**config.mk**
```make
export PLATFORM = sky130hd
export DESIGN_NAME = rcd_top
export DESIGN_NICKNAME = d
export VERILOG_FILES = /design/src/rcd_pkg.sv /design/src/rcd_clk_div.sv /design/src/rcd_stop_det.sv /design/src/rcd_top.sv
export SDC_FILE = /design/constraint.sdc
export NUM_CORES = 1
export LEC_CHECK = 0
export ABC_AREA = 1
export BUFFER_PORTS_ARGS = -buffer_cell sky130_fd_sc_hd__buf_2
export CAP_MARGIN = 0
export CORE_ASPECT_RATIO = 2
export CORE_MARGIN = 5
export CORE_UTILIZATION = 30
export CTS_CLUSTER_DIAMETER = 40
export DETAILED_ROUTE_END_ITERATION = 10
export PLACE_DENSITY = 0.49
export SYNTH_ARGS = -nofsm -noshare
export SYNTH_HDL_FRONTEND = slang
export SYNTH_SLANG_ARGS = --single-unit
```
**constraint.sdc**
```tcl
create_clock -name sys_clk -period 1.7 [get_ports sys_clk]
set_clock_uncertainty 0.05 [all_clocks]
set_input_delay 0.34 -clock sys_clk [delete_from_list [all_inputs] [get_ports sys_clk]]
set_output_delay 0.34 -clock sys_clk [all_outputs]
set_load 0.05 [all_outputs]
```
**src/rcd_pkg.sv**
```systemverilog
// Constants shared by the ring clock divider and oscillation stop detector.
// Assumes an 8-bit register port and oscillator levels synchronous to sys_clk.
package rcd_pkg;
    // ==========================================================
    // Register addresses.
    localparam logic [7:0] ADDR_CPU_MODE = 8'h3B;
    localparam logic [7:0] ADDR_RING_DIV = 8'h39;
    localparam logic [7:0] ADDR_MISC_OSC = 8'h38;

    // ==========================================================
    // Reset values.
    localparam logic [7:0] CPU_MODE_RST = 8'h80;
    localparam logic [1:0] RING_DIV_RST = 2'h2;

    // ==========================================================
    // Field positions of the CPU mode register.
    localparam int CM_DIV_HI = 7;
    localparam int CM_DIV_LO = 6;
    localparam int CM_OSC_SEL = 5;
    localparam int CM_MAIN_STOP = 4;
    localparam int CM_RING_STOP = 3;
    localparam logic [7:0] CM_LOCK_MASK = 8'h23;

    // Field positions of the miscellaneous oscillator control register.
    localparam int MS_DET_ACT = 0;
    localparam int MS_STOP_RST = 1;
    localparam int MS_STOP_STAT = 2;

    // ==========================================================
    // Clock division ratio selection in the CPU mode register.
    localparam logic [1:0] CDIV_HIGH = 2'h0;
    localparam logic [1:0] CDIV_MIDDLE = 2'h1;
    localparam logic [1:0] CDIV_RING = 2'h2;
    localparam logic [1:0] CDIV_DOUBLE = 2'h3;

    // Ring division ratio selection.
    localparam logic [1:0] RDIV_1 = 2'h0;
    localparam logic [1:0] RDIV_2 = 2'h1;
    localparam logic [1:0] RDIV_8 = 2'h2;
    localparam logic [1:0] RDIV_128 = 2'h3;

    // Source edges per half period of the divided clock.
    localparam logic [7:0] HALF_1 = 8'h01;
    localparam logic [7:0] HALF_2 = 8'h02;
    localparam logic [7:0] HALF_8 = 8'h08;
    localparam logic [7:0] HALF_128 = 8'h80;

    // Ring oscillator edges without a main oscillator edge that mean a stop.
    localparam logic [7:0] STOP_LIMIT_EDGES = 8'h40;

    typedef enum logic [1:0] {
        RCD_SRC_RING = 2'b00,
        RCD_SRC_SWITCH = 2'b01,
        RCD_SRC_MAIN = 2'b11
    } rcd_src_e;
endpackage : rcd_pkg

```
**src/rcd_clk_div.sv**
```systemverilog
// Glitch-free divider of the selected oscillator edge stream.
// Assumes one tick input pulse per edge of each oscillator, in the sys_clk domain.
`timescale 1ns/1ns
module rcd_clk_div (
    input wire logic sys_clk,
    input wire logic nrst,
    input wire logic ring_tick,
    input wire logic main_tick,
    input wire logic sel_main,
    input wire logic [7:0] half_edges,
    output logic clk_r,
    output logic cur_main_r
);
    logic [7:0] cnt_r;
    logic [7:0] cnt_nxt;
    logic [7:0] half_r;
    logic [7:0] half_nxt;
    logic clk_nxt;
    logic cur_main_nxt;
    logic tick;

    // ==========================================================
    // Settings change only when a whole low phase ends, so no phase is cut short.
    always_comb
    begin
        tick = cur_main_r ? main_tick : ring_tick;
        cnt_nxt = cnt_r;
        clk_nxt = clk_r;
        half_nxt = half_r;
        cur_main_nxt = cur_main_r;
        if (tick)
        begin
            if (cnt_r + 8'h01 >= half_r)
            begin
                cnt_nxt = 8'h00;
                clk_nxt = ~clk_r;
                if (!clk_r)
                begin
                    half_nxt = half_edges;
                    cur_main_nxt = sel_main;
                end
            end
            else
            begin
                cnt_nxt = cnt_r + 8'h01;
            end
        end
    end

    always_ff @(posedge sys_clk or negedge nrst)
    begin
        if (!nrst)
        begin
            cnt_r <= 8'h00;
            clk_r <= 1'b0;
            half_r <= rcd_pkg::HALF_8;
            cur_main_r <= 1'b0;
        end
        else
        begin
            cnt_r <= cnt_nxt;
            clk_r <= clk_nxt;
            half_r <= half_nxt;
            cur_main_r <= cur_main_nxt;
        end
    end
endmodule : rcd_clk_div

```
**src/rcd_stop_det.sv**
```systemverilog
// Main oscillator stop detector clocked by ring oscillator edges.
// Assumes edge ticks of both oscillators in the sys_clk domain.
`timescale 1ns/1ns
module rcd_stop_det (
    input wire logic sys_clk,
    input wire logic nrst,
    input wire logic enable,
    input wire logic ring_tick,
    input wire logic main_tick,
    output logic stop_r
);
    logic [7:0] cnt_r;
    logic [7:0] cnt_nxt;
    logic armed_r;
    logic armed_nxt;
    logic stop_nxt;

    // ==========================================================
    // One pulse per loss; a main oscillator edge rearms the detector.
    always_comb
    begin
        cnt_nxt = cnt_r;
        armed_nxt = armed_r;
        stop_nxt = 1'b0;
        if (!enable || main_tick)
        begin
            cnt_nxt = 8'h00;
            armed_nxt = 1'b1;
        end
        else if (ring_tick && armed_r)
        begin
            if (cnt_r + 8'h01 >= rcd_pkg::STOP_LIMIT_EDGES)
            begin
                stop_nxt = 1'b1;
                armed_nxt = 1'b0;
                cnt_nxt = 8'h00;
            end
            else
            begin
                cnt_nxt = cnt_r + 8'h01;
            end
        end
    end

    always_ff @(posedge sys_clk or negedge nrst)
    begin
        if (!nrst)
        begin
            cnt_r <= 8'h00;
            armed_r <= 1'b1;
            stop_r <= 1'b0;
        end
        else
        begin
            cnt_r <= cnt_nxt;
            armed_r <= armed_nxt;
            stop_r <= stop_nxt;
        end
    end
endmodule : rcd_stop_det

```
**src/rcd_top.sv**
```systemverilog
// Clock control: CPU clock selection and division, write-once mode bits,
// and the main oscillator stop detector with its internal reset.
// Assumes a register master on a plain strobe port and oscillator levels
// sampled synchronously to sys_clk, each at most half the sys_clk rate.
//
// Notes on behaviour
// - In ring mode the CPU clock is ring divided by 1, 2, 8 or 128.
// - The ring ratio affects only the CPU clock, never the peripheral clock.
// - After reset the CPU runs from ring divided by eight.
// - Switching from main oscillator back to ring forces ring divided by eight.
// - The stop detector works only while its active bit is one.
// - A detected stop sets the sticky stop status flag.
// - With stop reset enabled, a detected stop also raises an internal reset.
// - The stop status flag survives the internal stop reset.
// - External reset clears the stop status flag.
// - Writing zero to the active bit clears the stop status flag.
// - The internal stop reset leaves the active bit set.
// - Main clock runs at input rate, half rate or eighth rate.
// - Oscillation mode and processor mode bits take one write after reset.
// - CPU mode holds ratio in bits 7:6, main stop bit 4, ring stop bit 3.
// - Start from ring; bit 5 picks ceramic or RC for the main oscillator.
// - Any write to the CPU mode register locks bits 5, 1 and 0.
`timescale 1ns/1ns
module rcd_top (
    input wire logic sys_clk,
    input wire logic nrst,
    input wire logic ring_osc_in,
    input wire logic main_osc_input,
    input wire logic [7:0] addr,
    input wire logic [7:0] wr_data,
    input wire logic wr_stb,
    input wire logic rd_stb,
    output logic [7:0] rd_data_r,
    output logic cpu_clk_r,
    output logic periph_clk_r,
    output logic main_osc_output,
    output logic ring_osc_en_r,
    output logic int_rst_r
);
    // ==========================================================
    // Oscillator edge detection.
    logic ring_q_r;
    logic main_q_r;
    logic ring_tick;
    logic main_tick;

    assign ring_tick = ring_osc_in ^ ring_q_r;
    assign main_tick = main_osc_input ^ main_q_r;

    // ==========================================================
    // Register state.
    logic [7:0] cpu_mode_r;
    logic [7:0] cpu_mode_nxt;
    logic lock_r;
    logic lock_nxt;
    logic [1:0] ring_div_r;
    logic [1:0] ring_div_nxt;
    logic det_act_r;
    logic det_act_nxt;
    logic stop_rst_en_r;
    logic stop_rst_en_nxt;
    logic stop_stat_r;
    logic stop_stat_nxt;
    logic int_rst_nxt;
    logic [7:0] rd_data_nxt;
    logic periph_clk_nxt;
    logic main_osc_out_nxt;
    logic ring_osc_en_nxt;
    rcd_pkg::rcd_src_e src_r;
    rcd_pkg::rcd_src_e src_nxt;

    logic stop_pulse;
    logic cur_main;
    logic wr_cpu_mode;
    logic wr_misc;
    logic [7:0] half_sel;
    logic [7:0] cm_written;

    // Maps a ring ratio selection to source edges per half period.
    function automatic logic [7:0] ring_half(input logic [1:0] sel);
        case (sel)
            rcd_pkg::RDIV_1: ring_half = rcd_pkg::HALF_1;
            rcd_pkg::RDIV_2: ring_half = rcd_pkg::HALF_2;
            rcd_pkg::RDIV_8: ring_half = rcd_pkg::HALF_8;
            default: ring_half = rcd_pkg::HALF_128;
        endcase
    endfunction : ring_half

    // Maps a main clock mode to source edges per half period.
    function automatic logic [7:0] main_half(input logic [1:0] sel);
        case (sel)
            rcd_pkg::CDIV_DOUBLE: main_half = rcd_pkg::HALF_1;
            rcd_pkg::CDIV_HIGH: main_half = rcd_pkg::HALF_2;
            default: main_half = rcd_pkg::HALF_8;
        endcase
    endfunction : main_half

    function automatic logic is_ring(input logic [7:0] mode);
        is_ring = (mode[rcd_pkg::CM_DIV_HI:rcd_pkg::CM_DIV_LO] == rcd_pkg::CDIV_RING);
    endfunction : is_ring

    assign wr_cpu_mode = wr_stb && (addr == rcd_pkg::ADDR_CPU_MODE);
    assign wr_misc = wr_stb && (addr == rcd_pkg::ADDR_MISC_OSC);
    // Locked bits keep their value; the others take the written data.
    assign cm_written = lock_r ? ((wr_data & ~rcd_pkg::CM_LOCK_MASK) | (cpu_mode_r & rcd_pkg::CM_LOCK_MASK))
                               : wr_data;

    // ==========================================================
    // Source selection and division ratio.
    always_comb
    begin
        if (src_r == rcd_pkg::RCD_SRC_RING)
        begin
            half_sel = ring_half(ring_div_r);
        end
        else
        begin
            half_sel = main_half(cpu_mode_r[rcd_pkg::CM_DIV_HI:rcd_pkg::CM_DIV_LO]);
        end
    end

    always_comb
    begin
        src_nxt = src_r;
        case (src_r)
            rcd_pkg::RCD_SRC_RING:
                if (!is_ring(cpu_mode_r))
                begin
                    src_nxt = rcd_pkg::RCD_SRC_SWITCH;
                end
            rcd_pkg::RCD_SRC_SWITCH:
                if (is_ring(cpu_mode_r))
                begin
                    src_nxt = rcd_pkg::RCD_SRC_RING;
                end
                else if (cur_main)
                begin
                    src_nxt = rcd_pkg::RCD_SRC_MAIN;
                end
            rcd_pkg::RCD_SRC_MAIN:
                if (is_ring(cpu_mode_r))
                begin
                    src_nxt = rcd_pkg::RCD_SRC_RING;
                end
            default:
                src_nxt = rcd_pkg::RCD_SRC_RING;
        endcase
        if (int_rst_r)
        begin
            src_nxt = rcd_pkg::RCD_SRC_RING;
        end
    end

    // ==========================================================
    // Register writes, stop flag and internal reset.
    always_comb
    begin
        cpu_mode_nxt = cpu_mode_r;
        lock_nxt = lock_r;
        ring_div_nxt = ring_div_r;
        det_act_nxt = det_act_r;
        stop_rst_en_nxt = stop_rst_en_r;
        stop_stat_nxt = stop_stat_r;
        int_rst_nxt = 1'b0;
        if (wr_cpu_mode)
        begin
            cpu_mode_nxt = cm_written;
            lock_nxt = 1'b1;
            if (!is_ring(cpu_mode_r) && is_ring(cm_written))
            begin
                ring_div_nxt = rcd_pkg::RDIV_8;
            end
        end
        if (wr_stb && (addr == rcd_pkg::ADDR_RING_DIV))
        begin
            ring_div_nxt = wr_data[1:0];
        end
        if (wr_misc)
        begin
            det_act_nxt = wr_data[rcd_pkg::MS_DET_ACT];
            stop_rst_en_nxt = wr_data[rcd_pkg::MS_STOP_RST];
            if (!wr_data[rcd_pkg::MS_DET_ACT])
            begin
                stop_stat_nxt = 1'b0;
            end
        end
        if (stop_pulse)
        begin
            stop_stat_nxt = 1'b1;
            int_rst_nxt = stop_rst_en_r;
        end
        if (int_rst_r)
        begin
            // Internal reset restores clock control but keeps the detector state.
            cpu_mode_nxt = rcd_pkg::CPU_MODE_RST;
            lock_nxt = 1'b0;
            ring_div_nxt = rcd_pkg::RING_DIV_RST;
            det_act_nxt = det_act_r;
            stop_stat_nxt = stop_stat_r | stop_pulse;
        end
    end

    // ==========================================================
    // Read port and registered pin outputs.
    always_comb
    begin
        case (addr)
            rcd_pkg::ADDR_CPU_MODE: rd_data_nxt = cpu_mode_r;
            rcd_pkg::ADDR_RING_DIV: rd_data_nxt = {6'h00, ring_div_r};
            rcd_pkg::ADDR_MISC_OSC: rd_data_nxt = {5'h00, stop_stat_r, stop_rst_en_r, det_act_r};
            default: rd_data_nxt = 8'h00;
        endcase
        if (!rd_stb)
        begin
            rd_data_nxt = 8'h00;
        end
        periph_clk_nxt = cur_main ? main_osc_input : ring_osc_in;
        main_osc_out_nxt = !cpu_mode_r[rcd_pkg::CM_MAIN_STOP];
        ring_osc_en_nxt = !cpu_mode_r[rcd_pkg::CM_RING_STOP];
    end

    always_ff @(posedge sys_clk or negedge nrst)
    begin
        if (!nrst)
        begin
            ring_q_r <= 1'b0;
            main_q_r <= 1'b0;
            cpu_mode_r <= rcd_pkg::CPU_MODE_RST;
            lock_r <= 1'b0;
            ring_div_r <= rcd_pkg::RING_DIV_RST;
            det_act_r <= 1'b0;
            stop_rst_en_r <= 1'b0;
            stop_stat_r <= 1'b0;
            int_rst_r <= 1'b0;
            rd_data_r <= 8'h00;
            periph_clk_r <= 1'b0;
            main_osc_output <= 1'b1;
            ring_osc_en_r <= 1'b1;
            src_r <= rcd_pkg::RCD_SRC_RING;
        end
        else
        begin
            ring_q_r <= ring_osc_in;
            main_q_r <= main_osc_input;
            cpu_mode_r <= cpu_mode_nxt;
            lock_r <= lock_nxt;
            ring_div_r <= ring_div_nxt;
            det_act_r <= det_act_nxt;
            stop_rst_en_r <= stop_rst_en_nxt;
            stop_stat_r <= stop_stat_nxt;
            int_rst_r <= int_rst_nxt;
            rd_data_r <= rd_data_nxt;
            periph_clk_r <= periph_clk_nxt;
            main_osc_output <= main_osc_out_nxt;
            ring_osc_en_r <= ring_osc_en_nxt;
            src_r <= src_nxt;
        end
    end

    // ==========================================================
    // Divider and stop detector; the internal reset restarts the divider on the ring, even with main stopped.
    rcd_clk_div u_div (
        .sys_clk(sys_clk),
        .nrst(nrst && !int_rst_r),
        .ring_tick(ring_tick),
        .main_tick(main_tick),
        .sel_main(src_r != rcd_pkg::RCD_SRC_RING),
        .half_edges(half_sel),
        .clk_r(cpu_clk_r),
        .cur_main_r(cur_main)
    );

    rcd_stop_det u_det (
        .sys_clk(sys_clk),
        .nrst(nrst),
        .enable(det_act_r),
        .ring_tick(ring_tick),
        .main_tick(main_tick),
        .stop_r(stop_pulse)
    );
endmodule : rcd_top

```
==> impl_metrics.json <==
{
  "outcome": "complete, but fails checks",
  "violations": "negative setup slack",
  "worst-path-stages": 10,
  "drc": 0,
  "gr-total-overflow": 0,
  "final_util_pct": 38.7,
  "grt_max_degree": 23,
  "initial_core_util_pct": 30.7,
  "period_minus_slack_ps": 1830,
  "power.density_nw_per_um2": 1190,
  "layout_common_cells": "nand2_1, inv_1, dfrtp_1, buf_2, nor2_1",
  "mostFrequentLayoutCell": "nand2_1",
  "synthTopCellsByArea": "dfrtp_1, nand2_1, inv_1",
  "dieWidth_um": 76.5,
  "avgRoutedWirePerCell_um": 13.1,
  "ys_seq_area_share_pct": 51.2,
  "path_clk_slew_ps": 70,
  "fmax_mhz": 546,
  "startpoint_type": "register",
  "finalWeightedCongestion": 0.797,
  "port-buffer-count": 34,
  "crit_fanout": 6,
  "synth_xor_area_share_pct": 2.97,
  "die_y_um": 143,
  "grt_usage_pct": 12.0,
  "slowest_stage": "dfrtp_2",
  "crit_arrival_ps": 1970,
  "timing.hold.ws_ps": 149,
  "place_inst": 457,
  "place_ws_ps": -166,
  "cts_root_buffer": "clkbuf_16",
  "synth_top_area_share_pct": 45.3,
  "crit_chain": "nand3_4, nor2_4, nand3_2, xnor2_2, ha_1, nand2_2, nand2_4, nand3_4, nand2_1, nand2_1",
  "crit_required_ps": 1830,
  "grt_pass1_vias": 2305,
  "ant_nets": 0,
  "ir_drop_v": 0.000552,
  "clock_sinks": 54,
  "nets": 398,
  "critPathBufInv": 0,
  "drtPass1Iterations": 4,
  "rows": 48,
  "synth_compound_area_share_pct": 7.50,
  "crit_path_start": "u_div.cnt_r[0]",
  "routed_wl_um": 6130,
  "yosys.area_share.adder_pct": 4.25,
  "final_cells": 468,
  "synthesis.instances": 306,
  "rsz0062_at_grt": "yes",
  "setup.worst_path.class": "reg -> reg",
  "final_layout_size_suffix_gt1_share_pct": 27.4,
  "p_total_uw": 4000,
  "ff2ff_path_depth": 10,
  "synth_top_area_cell": "dfrtp_1",
  "hold_path.class": "in -> reg",
  "synthSimpleGateAreaFrac_pct": 26.1,
  "die-area_sq_um": 10900,
  "cts-buffers-inserted": 5,
  "r2r_start": "u_div.cnt_r[0]",
  "p_leak_uw": 0.00173,
  "crit_path_end_kind": "register",
  "antenna_found_initial": 0,
  "setup_viol": 14,
  "drt-initial-drc-count": 47,
  "dr_total_vias": 2148,
  "synth_top_family_by_area": "simple AND/OR/NAND/NOR gates",
  "critical-path-max-stage-delay_ps": 430,
  "finalWorstSetupSlack_ps": -133,
  "synth_nets": 337,
  "grt_pass1_wl_um": 10500,
  "yosysWarnings": 0,
  "synth.area.mux_share_pct": 0,
  "diodes": 0,
  "cts_buffer_depth": 2,
  "ys_seq_elements": 54,
  "rrSetupSlack_ps": -130,
  "cap_violations": 0,
  "nFillCells": 939,
  "cpLargestDelayFamily": "simple AND/OR/NAND/NOR gates",
  "postSynthAreaPerCell_sq_um": 8.67,
  "drv_slew": 0,
  "finalCritPeriodShare_pct": 108,
  "areaGrowthSynthToFinish_pct": 26.2,
  "hold_viol": 0,
  "worstSkewPairLatency_ps": 290,
  "core_area_sq_um": 8650,
  "vias_per_cell": 4.59,
  "whs_path_depth": 1,
  "htree_levels": 2,
  "slew_headroom_pct": 77.3,
  "synthDistinctLibCells": 38,
  "hpwl_um": 4810,
  "hold_start": "ring_osc_in",
  "cts_tree": "done",
  "synth_area_sq_um": 2650,
  "tightest_slew_ps": 332,
  "io_pins": 35
}
==> flip-flops by register name, indices dropped and copies added, names as in the netlist, 2 cells and up <==
name / count
rd_data_r: 8
u_det.cnt_r: 8
u_div.cnt_r: 8
cpu_mode_r: 8
u_div.half_r: 4
src_r: 2
ring_div_r: 2
==> cell usage after synthesis <==
cell and count:
nand2_1 75, dfrtp_1 48, inv_1 48, nor2_1 29
nand3_1 14, ha_1 9, nand4_1 9, o21ai_0 7
dfstp_2 6, inv_2 6, a21oi_1 5, o21ai_1 5
xor2_1 5, o22ai_1 4, xnor2_1 4, nor3_1 3
o31ai_1 3, nand2_2 2, nand3_2 2, nor2_2 2
o221ai_1 2, or2_4 2, a2111oi_0 1, a211o_1 1
a31oi_1 1, buf_2 1, clkinv_1 1, nand2_4 1
nand3_4 1, nand3b_1 1, nand4_2 1, nand4_4 1
nor2_4 1, nor3_2 1, o21ai_2 1, o21bai_1 1
o32ai_1 1, or2_1 1
==> power breakdown <==
| group | switching, uW | total (uW) | internal (uW) |
|---|---|---|---|
| Clock | 470 | 1020 | 546 |
| Combinational | 873 | 1390 | 514 |
| Sequential | 128 | 1590 | 1460 |
| Total | 1470 | 4000 | 2520 |
==> area by class of cell <==
class                      instances  area [sq um]  area share [%]
sequential                        54          1360            40.7
multi-input combinational        197          1170            34.9
timing repair buffer              54           339            10.1
inverter                          55           206            6.17
clock buffer                       5           125            3.74
tap                              100           125            3.74
clock inverter                     3          21.3           0.636
==> per-layer routing <==
metal  track usage [%]  vias up  share of wire [%]
met1              11.3     1015                 35
met2              24.4       25                 60
li1                  -     1093                  -
met5                 0        -                  0
met4              5.71        0                3.6
met3              1.89       15                1.7
==> logic make-up (layout without fill, tap and decap cells) <==
logic type	count (synthesis)	count (layout)
adder cells (fa/ha/maj)	9	9
buffers and inverters	56	117
XOR/XNOR	9	9
AO/OA/AOI/OAI	32	32
flip-flops	54	54
AND/OR/NAND/NOR	146	147
==> path summary, 6_finish.rpt <==
kind	to
min	ring_q_r
max	u_div.cur_main_r
max in group asynchronous	u_div.half_r[3]
min reg2reg	main_osc_output
min in group asynchronous	u_div.cnt_r[0]
max reg2reg	u_div.cur_main_r
==> worst register-to-register path, delay by kind of cell, from the launching register on <==
kind	cells	cell delay, ps
xor+xnor	1	150
fa+ha+maj	1	290
simple gates	8	810
flops	1	430
==> metrics by stage <==
step / cell area, sq um / TNS [ps]
6_report: 3350 / -1260
5_1_grt: 3350 / -2680
4_1_cts: 3250 / -1850
3_3_place_gp: 3090 / -1410
3_5_place_dp: 3090 / -1780
2_1_floorplan: 2650 / -236
==> timing repair <==
item	CTS	global route
buffers inserted	0	1
gates resized for setup	0	16
hold buffers	1	0
gates cloned	0	1
endpoints found under the setup margin	14	18
endpoints found under the hold margin	9	0
pin swaps	1	11
Power figures use the tool's default switching activity.
